File: src/rtl/psnoop_pkg.sv
// constants for the power-state i/o snooper: config offsets, trigger set
// layout, reset values, self refresh timing and sequencer states.
// assumes byte-wide config access and 16-bit i/o cycle snooping.
`default_nettype none

package psnoop_pkg;

  // config window holding the four trigger sets
  localparam logic [7:0] PM_WIN_LO = 8'hD8;
  localparam logic [7:0] PM_WIN_HI = 8'hF7;

  // set index order: quick start, deep sleep, suspend to ram, power on susp
  localparam int NUM_SETS = 4;
  localparam int SET_QS = 0;
  localparam int SET_DS = 1;
  localparam int SET_SR = 2;
  localparam int SET_POS = 3;
  localparam logic [3:0][7:0] SET_BASE = {8'hD8, 8'hF0, 8'hE8, 8'hE0};
  localparam logic [7:0] SET_LAST_OFS = 8'h06;

  // byte layout inside one trigger set
  localparam logic [2:0] OFS_LOC_LO = 3'h0;
  localparam logic [2:0] OFS_LOC_HI = 3'h1;
  localparam logic [2:0] OFS_SEL_LO = 3'h2;
  localparam logic [2:0] OFS_SEL_HI = 3'h3;
  localparam logic [2:0] OFS_CMP_LO = 3'h4;
  localparam logic [2:0] OFS_CMP_HI = 3'h5;
  localparam logic [2:0] OFS_ACC = 3'h6;

  // access type encoding
  localparam int ACC_READ_BIT = 0;
  localparam int ACC_WRITE_BIT = 1;
  localparam logic [7:0] ACC_OFF = 8'h00;
  localparam logic [7:0] ACC_READ = 8'h01;
  localparam logic [7:0] ACC_WRITE = 8'h02;

  // reset values
  localparam logic [15:0] LOC_RST = 16'h0000;
  localparam logic [15:0] SEL_RST = 16'h0000;
  localparam logic [15:0] CMP_RST = 16'h0000;
  localparam logic [7:0] ACC_RST = 8'h00;
  localparam logic [7:0] CTRL_RST = 8'h00;
  localparam logic [7:0] SLEEP_RST = 8'h00;
  localparam logic [7:0] ATTR_RST = 8'h00;

  // power control config register and the i/o sleep control port
  localparam logic [7:0] CTRL_CFG_ADDR = 8'h7A;
  localparam int UNLOCK_BIT = 6;
  localparam logic [15:0] SLEEP_PORT_ADDR = 16'h0022;
  localparam int ARBITER_DISABLE_BIT_BIT = 0;

  // memory attribute registers
  localparam logic [7:0] ATTR_BASE = 8'h59;
  localparam logic [7:0] ATTR_LAST = 8'h5F;
  localparam int ATTR_COUNT = 7;

  // self refresh settle time around the clock stop
  localparam int CLK_PERIOD_NS = 100;
  localparam int SR_SETTLE_NS = 300;
  localparam int SR_SETTLE_CYC_I =
    (SR_SETTLE_NS + CLK_PERIOD_NS - 1) / CLK_PERIOD_NS;
  localparam logic [3:0] SR_SETTLE_CYC = 4'(SR_SETTLE_CYC_I);

  typedef enum logic [3:0] {
    SR_RUN = 4'b0001,
    SR_ENTER = 4'b0010,
    SR_HOLD = 4'b0100,
    SR_EXIT = 4'b1000
  } sr_state_t;

endpackage : psnoop_pkg

`default_nettype wire

File: src/rtl/trigger_match.sv
// one snooper: port, masked data and access type compare on an i/o cycle.
// assumes the cycle fields are stable while io_valid is high.
`default_nettype none

module trigger_match (
  input wire logic [15:0] port_location, // programmed port
  input wire logic [15:0] data_select, // bits taking part in compare
  input wire logic [15:0] compare_value, // expected data
  input wire logic [7:0] access_type, // read/write enables
  input wire logic io_valid, // cycle present
  input wire logic io_write, // 1 write, 0 read
  input wire logic [15:0] io_addr, // cycle port
  input wire logic [15:0] io_data, // cycle data
  output logic hit // combinational match
);

  wire addr_ok;
  wire data_ok;
  wire type_ok;

  assign addr_ok = (io_addr == port_location);
  assign data_ok =
    ((io_data ^ compare_value) & data_select) == 16'h0000;
  // zero disables; 01h reads only, 02h writes only, 03h both
  assign type_ok = io_write ?
    access_type[psnoop_pkg::ACC_WRITE_BIT] :
    access_type[psnoop_pkg::ACC_READ_BIT];
  assign hit = io_valid & addr_ok & data_ok & type_ok;

endmodule : trigger_match

`default_nettype wire

File: src/rtl/power_state_io_snooper.sv
// power-state i/o snooper: four trigger sets in config space, the i/o
// sleep control port, memory attribute registers and self refresh entry.
// assumes io_valid marks each snooped cycle for exactly one clock and that
// config accesses are byte wide, one per clock at most.
`default_nettype none

module power_state_io_snooper (
  input wire logic clk, // 10 mhz host clock
  input wire logic rst, // async reset, active high
  input wire logic cfg_wr, // config byte write strobe
  input wire logic cfg_rd, // config byte read strobe
  input wire logic [7:0] cfg_addr, // config byte offset
  input wire logic [7:0] cfg_wdata, // config write data
  output logic [7:0] cfg_rdata, // config read data
  output logic cfg_ack, // config access done pulse
  input wire logic io_valid, // snooped i/o cycle present
  input wire logic io_write, // 1 write, 0 read
  input wire logic [15:0] io_addr, // i/o port
  input wire logic [15:0] io_data, // i/o write data / read data
  output logic [7:0] io_rdata, // sleep port read data
  output logic io_claim, // sleep port read answered
  output logic prep_quick_start, // quick start pulse
  output logic prep_deep_sleep, // deep sleep pulse
  output logic prep_suspend_ram, // suspend to ram pulse
  output logic prep_power_on_suspend, // power on suspend pulse
  output logic arbiter_disable, // stop pci arbitration
  input wire logic sdram_wake, // async resume request
  output logic sdram_self_refresh, // sdram held in self refresh
  output logic sdram_clk_en // sdram clock running
);

  // ---- config decode ----
  logic [psnoop_pkg::NUM_SETS-1:0] set_hit;
  logic [psnoop_pkg::NUM_SETS-1:0][7:0] set_rd;
  logic [psnoop_pkg::NUM_SETS-1:0] snoop_hit;
  logic [7:0] power_control_config;
  logic [7:0] sleep_control_port;
  logic [7:0] memattr [psnoop_pkg::ATTR_COUNT];
  logic [3:0] prep;

  wire in_window;
  wire in_attr;
  wire in_ctrl;
  wire [7:0] attr_diff;
  wire [2:0] attr_idx;
  wire [7:0] set_rd_any;
  wire [7:0] next_cfg_rdata;
  wire unlocked;
  wire sleep_hit;
  wire sleep_wr;
  wire sleep_rd;
  wire str_clear;

  assign in_window = (cfg_addr >= psnoop_pkg::PM_WIN_LO) &&
                     (cfg_addr <= psnoop_pkg::PM_WIN_HI);
  assign in_attr = (cfg_addr >= psnoop_pkg::ATTR_BASE) &&
                   (cfg_addr <= psnoop_pkg::ATTR_LAST);
  assign in_ctrl = (cfg_addr == psnoop_pkg::CTRL_CFG_ADDR);
  assign attr_diff = cfg_addr - psnoop_pkg::ATTR_BASE;
  assign attr_idx = attr_diff[2:0];
  assign set_rd_any = set_rd[0] | set_rd[1] | set_rd[2] | set_rd[3];
  // unmapped offsets and the gap bytes of the window read as zero
  assign next_cfg_rdata = in_ctrl ? power_control_config :
                          in_attr ? memattr[attr_idx] :
                          in_window ? set_rd_any : 8'h00;

  // ---- trigger sets ----
  genvar k;
  generate
    for (k = 0; k < psnoop_pkg::NUM_SETS; k++) begin : g_set
      logic [15:0] loc;
      logic [15:0] sel;
      logic [15:0] cmp;
      logic [7:0] acc;
      wire [7:0] diff;
      wire [2:0] ofs;

      assign diff = cfg_addr - psnoop_pkg::SET_BASE[k];
      assign ofs = diff[2:0];
      assign set_hit[k] = (cfg_addr >= psnoop_pkg::SET_BASE[k]) &&
                          (diff <= psnoop_pkg::SET_LAST_OFS);
      assign set_rd[k] = !set_hit[k] ? 8'h00 :
        (ofs == psnoop_pkg::OFS_LOC_LO) ? loc[7:0] :
        (ofs == psnoop_pkg::OFS_LOC_HI) ? loc[15:8] :
        (ofs == psnoop_pkg::OFS_SEL_LO) ? sel[7:0] :
        (ofs == psnoop_pkg::OFS_SEL_HI) ? sel[15:8] :
        (ofs == psnoop_pkg::OFS_CMP_LO) ? cmp[7:0] :
        (ofs == psnoop_pkg::OFS_CMP_HI) ? cmp[15:8] : acc;

      // only rst clears these; sleep states leave them alone
      always_ff @(posedge clk or posedge rst) begin
        if (rst) begin
          loc <= psnoop_pkg::LOC_RST;
          sel <= psnoop_pkg::SEL_RST;
          cmp <= psnoop_pkg::CMP_RST;
          acc <= psnoop_pkg::ACC_RST;
        end else if (cfg_wr && set_hit[k]) begin
          unique case (ofs)
            psnoop_pkg::OFS_LOC_LO: loc[7:0] <= cfg_wdata;
            psnoop_pkg::OFS_LOC_HI: loc[15:8] <= cfg_wdata;
            psnoop_pkg::OFS_SEL_LO: sel[7:0] <= cfg_wdata;
            psnoop_pkg::OFS_SEL_HI: sel[15:8] <= cfg_wdata;
            psnoop_pkg::OFS_CMP_LO: cmp[7:0] <= cfg_wdata;
            psnoop_pkg::OFS_CMP_HI: cmp[15:8] <= cfg_wdata;
            default: acc <= cfg_wdata;
          endcase
        end
      end

      trigger_match u_match (
        .port_location(loc),
        .data_select(sel),
        .compare_value(cmp),
        .access_type(acc),
        .io_valid(io_valid),
        .io_write(io_write),
        .io_addr(io_addr),
        .io_data(io_data),
        .hit(snoop_hit[k])
      );
    end
  endgenerate

  // ---- config access answer ----
  always_ff @(posedge clk or posedge rst) begin
    if (rst) begin
      cfg_rdata <= 8'h00;
      cfg_ack <= 1'b0;
    end else begin
      cfg_rdata <= cfg_rd ? next_cfg_rdata : 8'h00;
      cfg_ack <= cfg_rd | cfg_wr;
    end
  end

  always_ff @(posedge clk or posedge rst) begin
    if (rst) begin
      power_control_config <= psnoop_pkg::CTRL_RST;
    end else if (cfg_wr && in_ctrl) begin
      power_control_config <= cfg_wdata;
    end
  end

  // ---- sleep control port at i/o 22h ----
  assign unlocked = power_control_config[psnoop_pkg::UNLOCK_BIT];
  assign sleep_hit = io_valid && unlocked &&
                     (io_addr == psnoop_pkg::SLEEP_PORT_ADDR);
  assign sleep_wr = sleep_hit && io_write;
  assign sleep_rd = sleep_hit && !io_write;

  always_ff @(posedge clk or posedge rst) begin
    if (rst) begin
      sleep_control_port <= psnoop_pkg::SLEEP_RST;
    end else if (sleep_wr) begin
      sleep_control_port <= io_data[7:0];
    end
  end

  assign arbiter_disable =
    sleep_control_port[psnoop_pkg::ARBITER_DISABLE_BIT_BIT];

  always_ff @(posedge clk or posedge rst) begin
    if (rst) begin
      io_rdata <= 8'h00;
      io_claim <= 1'b0;
    end else begin
      io_rdata <= sleep_rd ? sleep_control_port : 8'h00;
      io_claim <= sleep_rd;
    end
  end

  // ---- transition pulses ----
  always_ff @(posedge clk or posedge rst) begin
    if (rst) begin
      prep <= 4'h0;
    end else begin
      prep <= snoop_hit;
    end
  end

  assign prep_quick_start = prep[psnoop_pkg::SET_QS];
  assign prep_deep_sleep = prep[psnoop_pkg::SET_DS];
  assign prep_suspend_ram = prep[psnoop_pkg::SET_SR];
  assign prep_power_on_suspend = prep[psnoop_pkg::SET_POS];

  // ---- memory attribute registers ----
  // the suspend clear beats a config write in the same cycle
  assign str_clear = snoop_hit[psnoop_pkg::SET_SR];

  always_ff @(posedge clk or posedge rst) begin
    if (rst) begin
      for (int i = 0; i < psnoop_pkg::ATTR_COUNT; i++) begin
        memattr[i] <= psnoop_pkg::ATTR_RST;
      end
    end else if (str_clear) begin
      for (int i = 0; i < psnoop_pkg::ATTR_COUNT; i++) begin
        memattr[i] <= psnoop_pkg::ATTR_RST;
      end
    end else if (cfg_wr && in_attr) begin
      memattr[attr_idx] <= cfg_wdata;
    end
  end

  // ---- wake synchroniser ----
  logic [2:0] wake_s;
  logic wake;

  always_ff @(posedge clk or posedge rst) begin
    if (rst) begin
      wake_s <= 3'h0;
      wake <= 1'b0;
    end else begin
      wake_s <= {wake_s[1:0], sdram_wake};
      if (wake_s[1] == wake_s[2]) begin
        wake <= wake_s[2];
      end
    end
  end

  // ---- self refresh sequencer ----
  psnoop_pkg::sr_state_t sr_state;
  logic [3:0] sr_cnt;
  wire deep_req;
  wire settle_done;

  // deeper than quick start: clocks may be stopped
  assign deep_req = prep_deep_sleep | prep_suspend_ram |
                    prep_power_on_suspend;
  assign settle_done = (sr_cnt == psnoop_pkg::SR_SETTLE_CYC - 4'h1);

  always_ff @(posedge clk or posedge rst) begin
    if (rst) begin
      sr_state <= psnoop_pkg::SR_RUN;
      sr_cnt <= 4'h0;
      sdram_self_refresh <= 1'b0;
      sdram_clk_en <= 1'b1;
    end else begin
      unique case (sr_state)
        psnoop_pkg::SR_RUN: begin
          sr_cnt <= 4'h0;
          if (deep_req) begin
            sr_state <= psnoop_pkg::SR_ENTER;
            sdram_self_refresh <= 1'b1;
          end
        end
        psnoop_pkg::SR_ENTER: begin
          sr_cnt <= sr_cnt + 4'h1;
          if (settle_done) begin
            sr_state <= psnoop_pkg::SR_HOLD;
            sdram_clk_en <= 1'b0;
            sr_cnt <= 4'h0;
          end
        end
        psnoop_pkg::SR_HOLD: begin
          if (wake) begin
            sr_state <= psnoop_pkg::SR_EXIT;
            sdram_clk_en <= 1'b1;
          end
        end
        psnoop_pkg::SR_EXIT: begin
          sr_cnt <= sr_cnt + 4'h1;
          if (settle_done) begin
            sr_state <= psnoop_pkg::SR_RUN;
            sdram_self_refresh <= 1'b0;
            sr_cnt <= 4'h0;
          end
        end
      endcase
    end
  end
endmodule : power_state_io_snooper

`default_nettype wire

File: config.mk
export PLATFORM = sky130hd
export DESIGN_NAME = power_state_io_snooper
export DESIGN_NICKNAME = d
export VERILOG_FILES = /design/src/rtl/psnoop_pkg.sv /design/src/rtl/trigger_match.sv /design/src/rtl/power_state_io_snooper.sv
export SDC_FILE = /design/constraint.sdc
export NUM_CORES = 1
export LEC_CHECK = 0
export BUFFER_PORTS_ARGS = -buffer_cell sky130_fd_sc_hd__buf_4
export CAP_MARGIN = 40
export CORE_MARGIN = 5
export CORE_UTILIZATION = 30
export DETAILED_ROUTE_END_ITERATION = 10
export GPL_ROUTABILITY_DRIVEN = 0
export PLACE_DENSITY_LB_ADDON = 0.15
export SLEW_MARGIN = 20
export SYNTH_ARGS = -nofsm -noshare
export SYNTH_HDL_FRONTEND = slang
export SYNTH_HIERARCHICAL = 1
export SYNTH_SLANG_ARGS = --single-unit
File: constraint.sdc
create_clock -name clk -period 10.1 [get_ports clk]
set_input_delay 0.505 -clock clk [delete_from_list [all_inputs] [get_ports clk]]
set_output_delay 0.505 -clock clk [all_outputs]
set_load 0.1 [all_outputs]
==> results.md, run 1 <==
- Synth area leader: dfrtp_1
- Number of flops mapped to enable cells by yosys: 0
- Final net count: 1731
- Reg area: 8310 µm²
- Max_slew headroom: 0.318
- Post-synthesis compound-gate area fraction: 0.113
- Final Util: 0.348
- Post_cts resized: 0
- Ys async rst share: 1.00
- CP delay by family, top: compound AO/OA/AOI/OAI gates
- Drt initial violations: 1180
- Peak supply drop: 0.0971 mV
- Logic pwr share: 0.112
- Tightest Hold Check Type: in -> async
- Largest family of logic cells by synthesized area: multiplexers
- Routed Antenna Nets: 0
- Postcts setup bufs: 0
- Switching pwr: 0.884 mW
- Syn. warnings: 6
- Sw Share: 0.268
- Area delta synth->final: 15.7%
- Worst-margin pin slew: 1.02 ns
- Diodes inserted: 0
- Crit Path Class: in -> reg
- Clk_skew: 0.0335 ns
- HPWL Detailed: 45.4 mm
- DR vias: 13700
- CTS H-Tree Depth: 2
- Clock buffer depth: 3
- Initial Util: 0.301
- TritonCTS clock tree: yes
- Die area: 65200 µm²
- RSZ-0062 raised after global routing: false
- GRT overflow: 0
- Layout cells sized above 1: 0.288
- Worst hold slack: 0.0130 ns
- Top post-synthesis cells by count: dfrtp_1, mux2_2, xor2_1, mux2i_1, nor2_1
- DIE WIDTH: 255 µm
- CP peak stage delay: 0.70 ns
- Synth Area in Adders: 0.0130
- P per Cell Area: 158 nW/µm²
- Startpoint Class: input port
- Synth Area in XOR/XNOR: 0.0640
- First-pass GRT wire length: 101 mm
- Minimum clock period after layout: 3.86 ns
- Sequential area share after synthesis: 0.460
- Reg2reg path depth: 6
- Clock power frac: 0.466
- Final slew viol count: 0
- Core area: 60000 µm²
- Hold Vio Cnt, Final: 0
- Clk Latency, worst-skew pair: 0.58 ns
- Post-Syn Area: 18100 µm²
- CTS sink cnt: 332
- TritonCTS Buffers: 41
- Initial antenna violation count: 1
- Post-Syn Instances: 1613
- Io pins: 80
- Setup tns final: 0 ns
- Largest cells by area after synthesis: dfrtp_1, mux2_2, xor2_1, mux2i_1, nor2_1
- Reg power frac: 0.422
- Row Count: 90
- Worst Setup End Kind: flip-flop
- Clk slew on worst S/H paths: 0.06 ns
- Static Leak: 9.87 nW
- Critical Path Fanout Max: 55
- Upper clock frequency limit: 259 MHz
- Critical Path AT: 4.36 ns
- Period utilization: 0.382
- Bufs and invs on worst path: 2
- Mux cell area share after synthesis: 0.212
- Worst-path cell chain: buf_4, ha_4, buf_4, nor2_1, a2111oi_0, a211oi_1, a211o_1, a41oi_1, o221a_2
- Area of the multi-input gates: 9240 µm²
- Final Non-Filler Cells: 2470
- Share of the synthesized area in the top cell type: 0.457
- Via/cell ratio: 5.54
- Largest net degree at the start of global routing: 99
- Drt drc: 0
- Reg2reg end: memattr[25]$_DFFE_PP0P_
- Worst path most repeated cell: buf_4
- Routing usage on met1: 0.279
- Tot GR Track Use: 0.205
- DRT Wirelength: 68.5 mm
- CTS Hold Bufs: 0
- Most common cell in the netlist: dfrtp_1
- Placed cells: 2395
- Max_cap viols: 0
- Gr busiest metal: met2
- Pre-antenna DRT Iters: 5
- Setup-failing EPs final: 0
- Status: finished clean
- Root Driver: clkbuf_16
- Fillcell total: 6023
- Worst path slowest cell: buf_4
- Die outline height: 255 µm
- Internal power: 2.41 mW
- Net Count, Synth: 1686
- Wirelength per Cell: 27.7 µm
- GR met2 Demand/Resource: 0.332
- Post-Syn Area per Cell: 11.2 µm²
- Register bit total from synthesis: 332
- R2r setup slk: 7.64 ns
- Global Route met3 Usage: 0.0361
- Reg2Reg Launch Point: g_set[2].cmp[5]$_DFFE_PP0P_
- Netlist cell types: 89
- Vias in the first global route: 14000
- Number of I/O port buffers: 79
- Synthesized-area fraction occupied by and/or/nand/nor cells: 0.107
- Data required time of the worst path: 10.60 ns
- Main flop type after synthesis: dfrtp_1
-- cell type report --
class,count,area share
multi-input cells,1151,0.442
well taps,782,0.0468
inverters,24,0.00467
flip-flops and latches,332,0.398
clock buffers,55,0.0555
clock inverters,18,0.0111
repair buffers,108,0.0416
-- cells in the final DEF (no fill, tap or decap), types with 41 or more instances in the layout --
cell	instances
mux2_2	254
mux2i_1	95
buf_4	104
xor2_1	125
nor2_1	93
nand2_1	84
dfrtp_1	330
clkbuf_16	41
a21oi_1	60
o21ai_0	42
-- routing by layer --
metal	share of wire	up-vias	wire length, µm
li1	-	5984	-
met4	0.037	2	2510
met3	0.057	112	3930
met2	0.46	473	31800
met1	0.44	7112	30300
met5	0.00029	-	20
-- registers in the layout, indices dropped and copies added (netlist names), 3 cells and up --
register,count
wake_s,3
sleep_control_port,8
power_control_config,8
sr_cnt,4
cfg_rdata,8
sr_state,4
prep,4
g_set.cmp,64
g_set.loc,64
g_set.sel,64
io_rdata,8
g_set.acc,32
memattr,56
-- through the flow --
| step | total power, mW | worst slack [ns] | instance area (µm²) |
|---|---|---|---|
| 5_1_grt | 3.43 | 6.03 | 20900 |
| 6_report | 3.30 | 6.24 | 20900 |
| 3_3_place_gp | 1.77 | 5.55 | 19300 |
| 4_1_cts | 3.34 | 6.38 | 20900 |
| 2_1_floorplan | 1.63 | 0.402 | 18100 |
| 3_5_place_dp | 1.78 | 5.79 | 19500 |
-- cells by family after synthesis --
family	Yosys count
adder cells (fa/ha/maj)	19
XOR/XNOR	132
buffers and inverters	130
AO/OA/AOI/OAI	281
flip-flops	332
AND/OR/NAND/NOR	369
multiplexers	350
-- power groups by stage --
stage / clock network, mW / registers (mW) / logic [mW]
after global placement: 0 / 1.41 / 0.362
final: 1.54 / 1.39 / 0.370
after global routing: 1.63 / 1.39 / 0.402
after CTS: 1.58 / 1.39 / 0.367
after floorplan: 0 / 1.40 / 0.224
after detailed placement: 0 / 1.41 / 0.365
-- how the worst max path moves through the flow --
stage                           start                endpoint  slack (ns)  cells after the start
after floorplan                   rst       cfg_ack$_DFF_PP0_        0.40                      1
after global placement    cfg_addr[0]  cfg_rdata[3]$_DFF_PP0_        5.55                      9
after detailed placement  cfg_addr[0]  cfg_rdata[3]$_DFF_PP0_        5.79                      9
after CTS                 cfg_addr[0]  cfg_rdata[3]$_DFF_PP0_        6.38                      9
after global routing      cfg_addr[0]  cfg_rdata[3]$_DFF_PP0_        6.03                      9
final                     cfg_addr[0]  cfg_rdata[3]$_DFF_PP0_        6.24                      9
-- worst register-to-register path: stages, from the launching register on --
cell and delay, ns:
dfrtp_1 0.42, xor2_1 0.18, a222oi_1 0.44, nand4_1 0.23, nor3_4 0.22, buf_4 0.56
nor2_1 0.25
No activity file was read; power rests on OpenSTA's default activity.
==> inputs of run 2 (changes only) <==
==> constraint.sdc (replaced) <==
create_clock -name clk -period 3.2 [get_ports clk]
set_input_delay 0.16 -clock clk [delete_from_list [all_inputs] [get_ports clk]]
set_output_delay 0.16 -clock clk [all_outputs]
set_load 0.1 [all_outputs]
==> run 2 against run 1 <==
  * Worst hold slack better by 0.031 ns
  * Combinational power increased to 3.3 times the previous value
  * Sequential cell count is the same
  * Sequential power rose to 3.2 times the previous value
  * Critical path depth is 1 higher
  * Largest power group unchanged
  * Power grew to 3.1 times the previous value
  * Via count is 0.87% higher
  * Worst setup slack got worse by 5.6 ns
  * Core utilization up 0.50 points
  * Sequential share of layout area fell by 0.56 points
  * Non-clock buffer count up 41
  * Highest routed layer is now met4
  * Clock skew is 0.0056 ns lower
==> results.md, run 2 (synthesized netlist as in run 1, its figures left out) <==
- Commonest non-fill, non-tap cell in the layout: dfrtp_1 (unchanged)
- Fillcell total: 6028 (was 6023)
- Hold Path Sink: sleep_control_port[5]$_DFFE_PP0P_
- Pre-antenna DRT Iters: 7 (was 5)
- HPWL Detailed: 48.1 mm (was 45.4 mm)
- Tightest Hold Check Type: in -> reg (was in -> async)
- Startpoint Class: input port (unchanged)
- Vias in the first global route: 14100 (was 14000)
- Die area: 65200 µm² (unchanged)
- DIE WIDTH: 255 µm (unchanged)
- Largest net degree at the start of global routing: 74 (was 99)
- Clk slew on worst S/H paths: 0.06 ns (about the same)
- Worst slack, placed: 0.109 ns (was 5.79 ns)
- Final slew viol count: 0 (unchanged)
- Max_slew headroom: 0.429 (was 0.318)
- Critical Path AT: 2.98 ns (was 4.36 ns)
- Most frequent cells in the layout: dfrtp_1, mux2_2, buf_4, xor2_1, mux2i_1 (was dfrtp_1, mux2_2, xor2_1, buf_4, mux2i_1)
- Max_cap viols: 0 (unchanged)
- Minimum clock period after layout: 2.55 ns
- Post_cts resized: 0 (unchanged)
- P per Cell Area: 484 nW/µm² (was 158 nW/µm²)
- Clk_skew: 0.0280 ns (was 0.0335 ns)
- Drt drc: 0 (unchanged)
- R2r setup slk: 0.90 ns (was 7.64 ns)
- Setup-failing EPs final: 0 (unchanged)
- DRT Wirelength: 70.0 mm (was 68.5 mm)
- Data required time of the worst path: 3.63 ns (was 10.60 ns)
- Reg2reg path depth: 6 (unchanged)
- Root Driver: clkbuf_16 (unchanged)
- Status: finished clean (unchanged)
- Largest registers: g_set.cmp: 64 flops, g_set.loc: 64 flops, g_set.sel: 64 flops (unchanged)
- First-pass GRT wire length: 101 mm (about the same)
- Static Leak: 10.0 nW (was 9.87 nW)
- TritonCTS Buffers: 40 (was 41)
- Crit Path Class: in -> reg (unchanged)
- Wirelength per Cell: 27.9 µm (was 27.7 µm)
- Period utilization: 0.797
- Die outline height: 255 µm (unchanged)
- Via/cell ratio: 5.50 (was 5.54)
- Clock buffer depth: 3 (unchanged)
- CTS H-Tree Depth: 2 (unchanged)
- GRT overflow: 0 (unchanged)
- Final Worst Setup Slack: 0.649 ns (was 6.24 ns)
- Hold depth: 2
- Initial antenna violation count: 1 (unchanged)
- DR vias: 13800 (was 13700)
- Diodes inserted: 0 (unchanged)
- Hold wc startpoint: io_data[5]
- Worst Setup End Kind: flip-flop (unchanged)
- Routed Antenna Nets: 0 (unchanged)
- Initial Util: 0.301 (unchanged)
- CTS sink cnt: 332 (unchanged)
- Peak supply drop: 0.303 mV (was 0.0971 mV)
- Reg2reg end: cfg_rdata[5]$_DFF_PP0_ (was memattr[25]$_DFFE_PP0P_)
- Clk Latency, worst-skew pair: 0.58 ns (about the same)
- Row Count: 90 (unchanged)
- Final Util: 0.353 (was 0.348)
- Drt initial violations: 1015 (was 1180)
- Core area: 60000 µm² (unchanged)
- Critical Path Fanout Max: 11 (was 55)
- Upper clock frequency limit: 392 MHz
- Reg2Reg Launch Point: g_set[1].cmp[13]$_DFFE_PP0P_ (was g_set[2].cmp[5]$_DFFE_PP0P_)
- Layout cells sized above 1: 0.300 (was 0.288)
- Io pins: 80 (unchanged)
- Number of I/O port buffers: 79 (unchanged)
- Area delta synth->final: 17.3% (was 15.7%)
- TritonCTS clock tree: yes (unchanged)
- Hold Vio Cnt, Final: 0 (unchanged)
- Placed cells: 2431 (was 2395)
- Final Non-Filler Cells: 2511 (was 2470)
- Worst-margin pin slew: 0.855 ns (was 1.02 ns)
- Tot GR Track Use: 0.209 (was 0.205)
- Final net count: 1771 (was 1731)
- RSZ-0062 raised after global routing: false (unchanged)
## run 2: metrics by stage
stage	power [mW]	TNS [ns]	cell area [µm²]	hold WS (ns)
floorplan	5.14	-460.08	18100	0.191
global placement	5.64	0	19800	0.275
detailed placement	5.66	0	19800	0.274
CTS	10.4	0	21200	0.00382
global route	10.7	0	21200	0.0169
finish	10.3	0	21200	0.0436
## run 2: what timing repair did
item                                   in CTS  in global routing
hold buffers                                7                  0
buffers inserted                            0                  0
endpoints found under the hold margin      31                  0
setup endpoints to repair                   0                  0
## run 2: routing by layer
layer	routed length, µm	GRT usage
met1	30600	0.283
met2	31500	0.329
met3	5240	0.0515
met4	2700	0.0708
met5	0	0
## run 2: layout make-up
cell class                      count  area [µm²]  share of cell area
Multi-Input combinational cell   1151        9240               0.436
Sequential cell                   332        8310               0.392
Timing Repair Buffer              149        1240              0.0584
Clock buffer                       52        1130              0.0532
Tap cell                          782         978              0.0462
Clock inverter                     21         201             0.00951
Inverter                           24        93.8             0.00443
## run 2: how the worst max path moves through the flow
stage,end,startpoint
after detailed placement,cfg_rdata[5]$_DFF_PP0_,cfg_addr[5]
after global routing,cfg_rdata[5]$_DFF_PP0_,cfg_addr[5]
after CTS,cfg_rdata[5]$_DFF_PP0_,cfg_addr[5]
final,cfg_rdata[5]$_DFF_PP0_,cfg_addr[5]
after global placement,cfg_rdata[5]$_DFF_PP0_,cfg_addr[5]
after floorplan,cfg_ack$_DFF_PP0_,rst
## run 2: worst max-delay path, cell delays in order
cell       delay [ns]
buf_4            0.16
inv_1            0.13
ha_1             0.26
a21o_1           0.14
a32oi_1          0.19
a2111oi_4        0.77
buf_4            0.28
a21boi_0         0.30
o31ai_1          0.20
a31oi_1          0.37
## run 2: report_power, final
| part | total, mW | switching, mW | internal (mW) |
|---|---|---|---|
| Combinational | 1.21 | 0.805 | 0.400 |
| Sequential | 4.39 | 0.0943 | 4.29 |
| Clock | 4.66 | 1.92 | 2.74 |
| Total | 10.3 | 2.82 | 7.43 |
==> inputs of run 3 (changes only) <==
==> constraint.sdc (replaced) <==
create_clock -name clk -period 2.1 [get_ports clk]
set_input_delay 0.105 -clock clk [delete_from_list [all_inputs] [get_ports clk]]
set_output_delay 0.105 -clock clk [all_outputs]
set_load 0.1 [all_outputs]
==> run 3 against run 2 <==
  * The flow now finishes with violations (negative setup slack)
  * Global-route usage is 0.51 points higher
  * Core utilization up 3.1 points
  * Sequential share of layout area down 3.2 points
  * Sequential cell count unchanged
  * Critical endpoint is now cfg_rdata[7]$_DFF_PP0_
  * Highest routed layer unchanged
==> results.md, run 3 (synthesized netlist as in run 1, its figures left out) <==
- Status: finished, violations left (was finished clean)
- Failing checks: negative setup slack
- Peak supply drop: 0.513 mV (was 0.303 mV)
- Max_slew headroom: 0.529 (was 0.429)
- P per Cell Area: 707 nW/µm² (was 484 nW/µm²)
- Crit Path Class: in -> reg (unchanged)
- Fillcell total: 5891 (was 6028)
- Pre-antenna DRT Iters: 5 (was 7)
- TritonCTS clock tree: yes (unchanged)
- Wirelength per Cell: 26.7 µm (was 27.9 µm)
- Clk Latency, worst-skew pair: 0.59 ns (was 0.58 ns)
- Final Worst Setup Slack: -0.0912 ns (was 0.649 ns)
- Max_cap viols: 0 (unchanged)
- Routed Antenna Nets: 0 (unchanged)
- Largest registers: g_set.cmp: 64 flops, g_set.loc: 64 flops, g_set.sel: 64 flops (unchanged)
- R2r setup slk: 0.03 ns (was 0.90 ns)
- Vias in the first global route: 14900 (was 14100)
- GRT overflow: 0 (unchanged)
- Number of I/O port buffers: 79 (unchanged)
- Clk slew on worst S/H paths: 0.06 ns (about the same)
- Commonest non-fill, non-tap cell in the layout: dfrtp_1 (unchanged)
- Final slew viol count: 0 (unchanged)
- Final net count: 1943 (was 1771)
- Worst-margin pin slew: 0.700 ns (was 0.855 ns)
- Worst Setup End Kind: flip-flop (unchanged)
- Diodes inserted: 0 (unchanged)
- Area of the multi-input gates: 9380 µm² (was 9240 µm²)
- Startpoint Class: input port (unchanged)
- Drt initial violations: 1072 (was 1015)
- Row Count: 90 (unchanged)
- DRT Wirelength: 71.6 mm (was 70.0 mm)
- CTS H-Tree Depth: 2 (unchanged)
- Io pins: 80 (unchanged)
- Hold Vio Cnt, Final: 0 (unchanged)
- Initial antenna violation count: 1 (unchanged)
- Clock buffer depth: 3 (unchanged)
- Clk_skew: 0.0480 ns (was 0.0280 ns)
- Tightest Hold Check Type: in -> reg (unchanged)
- TritonCTS Buffers: 43 (was 40)
- Largest net degree at the start of global routing: 93 (was 74)
- Setup tns final: -0.0912 ns (was 0 ns)
- First-pass GRT wire length: 104 mm (was 101 mm)
- DIE WIDTH: 255 µm (unchanged)
- Core area: 60000 µm² (unchanged)
- Tot GR Track Use: 0.214 (was 0.209)
- RSZ-0062 raised after global routing: true (was false)
- Reg area: 8310 µm² (unchanged)
- HPWL Detailed: 50.7 mm (was 48.1 mm)
- Most frequent cells in the layout: dfrtp_1, buf_4, mux2_2, xor2_1, mux2i_1 (was dfrtp_1, mux2_2, buf_4, xor2_1, mux2i_1)
- Initial Util: 0.301 (unchanged)
- Critical Path Fanout Max: 10 (was 11)
- Minimum clock period after layout: 2.19 ns
- Design area: 23100 µm² (was 21200 µm²)
- Cell Area, Placed: 21400 µm² (was 19800 µm²)
- CTS sink cnt: 332 (unchanged)
- Static Leak: 11.0 nW (was 10.0 nW)
- Layout cells sized above 1: 0.370 (was 0.300)
- Die area: 65200 µm² (unchanged)
- Setup-failing EPs final: 1 (was 0)
- Die outline height: 255 µm (unchanged)
- Data required time of the worst path: 2.49 ns (was 3.63 ns)
- Drt drc: 0 (unchanged)
- Period utilization: 1.04
- Via/cell ratio: 5.39 (was 5.50)
- Upper clock frequency limit: 456 MHz
- DR vias: 14400 (was 13800)
- Root Driver: clkbuf_16 (unchanged)
- Area delta synth->final: 27.7% (was 17.3%)
- Critical Path AT: 2.58 ns (was 2.98 ns)
[run 3: layer usage]
layer	vias up	wire [µm]	GRT usage
li1	6425	-	-
met1	7438	31300	0.291
met2	472	32800	0.342
met3	108	4920	0.0454
met4	0	2620	0.0726
met5	-	0	0
[run 3: stage by stage]
stage	hold WS [ns]	total power [mW]	setup slack, ns	util	instances
final	0.0546	16.3	-0.0912	0.384	2681
after global routing	0.0553	16.9	-0.0681	0.384	2681
after CTS	0.0175	16.5	0.00447	0.382	2677
after detailed placement	0.217	8.84	-0.604	0.356	2593
after global placement	0.216	8.82	-0.574	0.356	2593
after floorplan	0.136	7.84	-2.44	-	1613
[run 3: final timing paths]
check,start,end,cells past startpoint
worst min-delay path,cfg_wdata[2],g_set[0].sel[10]$_DFFE_PP0P_,3
worst max register to register,g_set[2].cmp[12]$_DFFE_PP0P_,memattr[29]$_DFFE_PP0P_,8
worst max-delay path,cfg_addr[0],cfg_rdata[7]$_DFF_PP0_,12
worst min register to register,wake_s[0]$_DFF_PP0_,wake_s[1]$_DFF_PP0_,0
min in group asynchronous,rst,g_set[2].cmp[13]$_DFFE_PP0P_,4
max in group asynchronous,rst,g_set[3].acc[2]$_DFFE_PP0P_,5
[run 3: layout make-up]
| cell class | instances | share of cell area |
|---|---|---|
| Clock buffer | 58 | 0.0535 |
| Clock inverter | 16 | 0.00890 |
| Inverter | 24 | 0.00412 |
| Multi-Input combinational cell | 1151 | 0.406 |
| Sequential cell | 332 | 0.360 |
| Tap cell | 782 | 0.0424 |
| Timing Repair Buffer | 318 | 0.124 |
[run 3: critical path, stage by stage]
cell,delay (ns)
buf_4,0.14
buf_4,0.14
ha_4,0.21
buf_4,0.18
buf_4,0.20
buf_4,0.16
nand2b_1,0.25
buf_4,0.19
o22ai_1,0.11
a211oi_1,0.08
o21ai_0,0.58
a31oi_2,0.21
[run 3: repair_timing]
item	CTS	global route
pin swaps	1	3
hold buffers	10	0
gates resized for setup	1	10
cloned	0	2
buffers inserted	0	1
setup endpoints to repair	19	58
hold endpoints to repair	259	0
[run 3: power breakdown]
group	internal [mW]	total [mW]	leakage, nW	switching [mW]
Combinational	0.784	2.07	5.74	1.29
Clock	4.60	7.55	0.711	2.95
Sequential	6.55	6.69	4.57	0.142
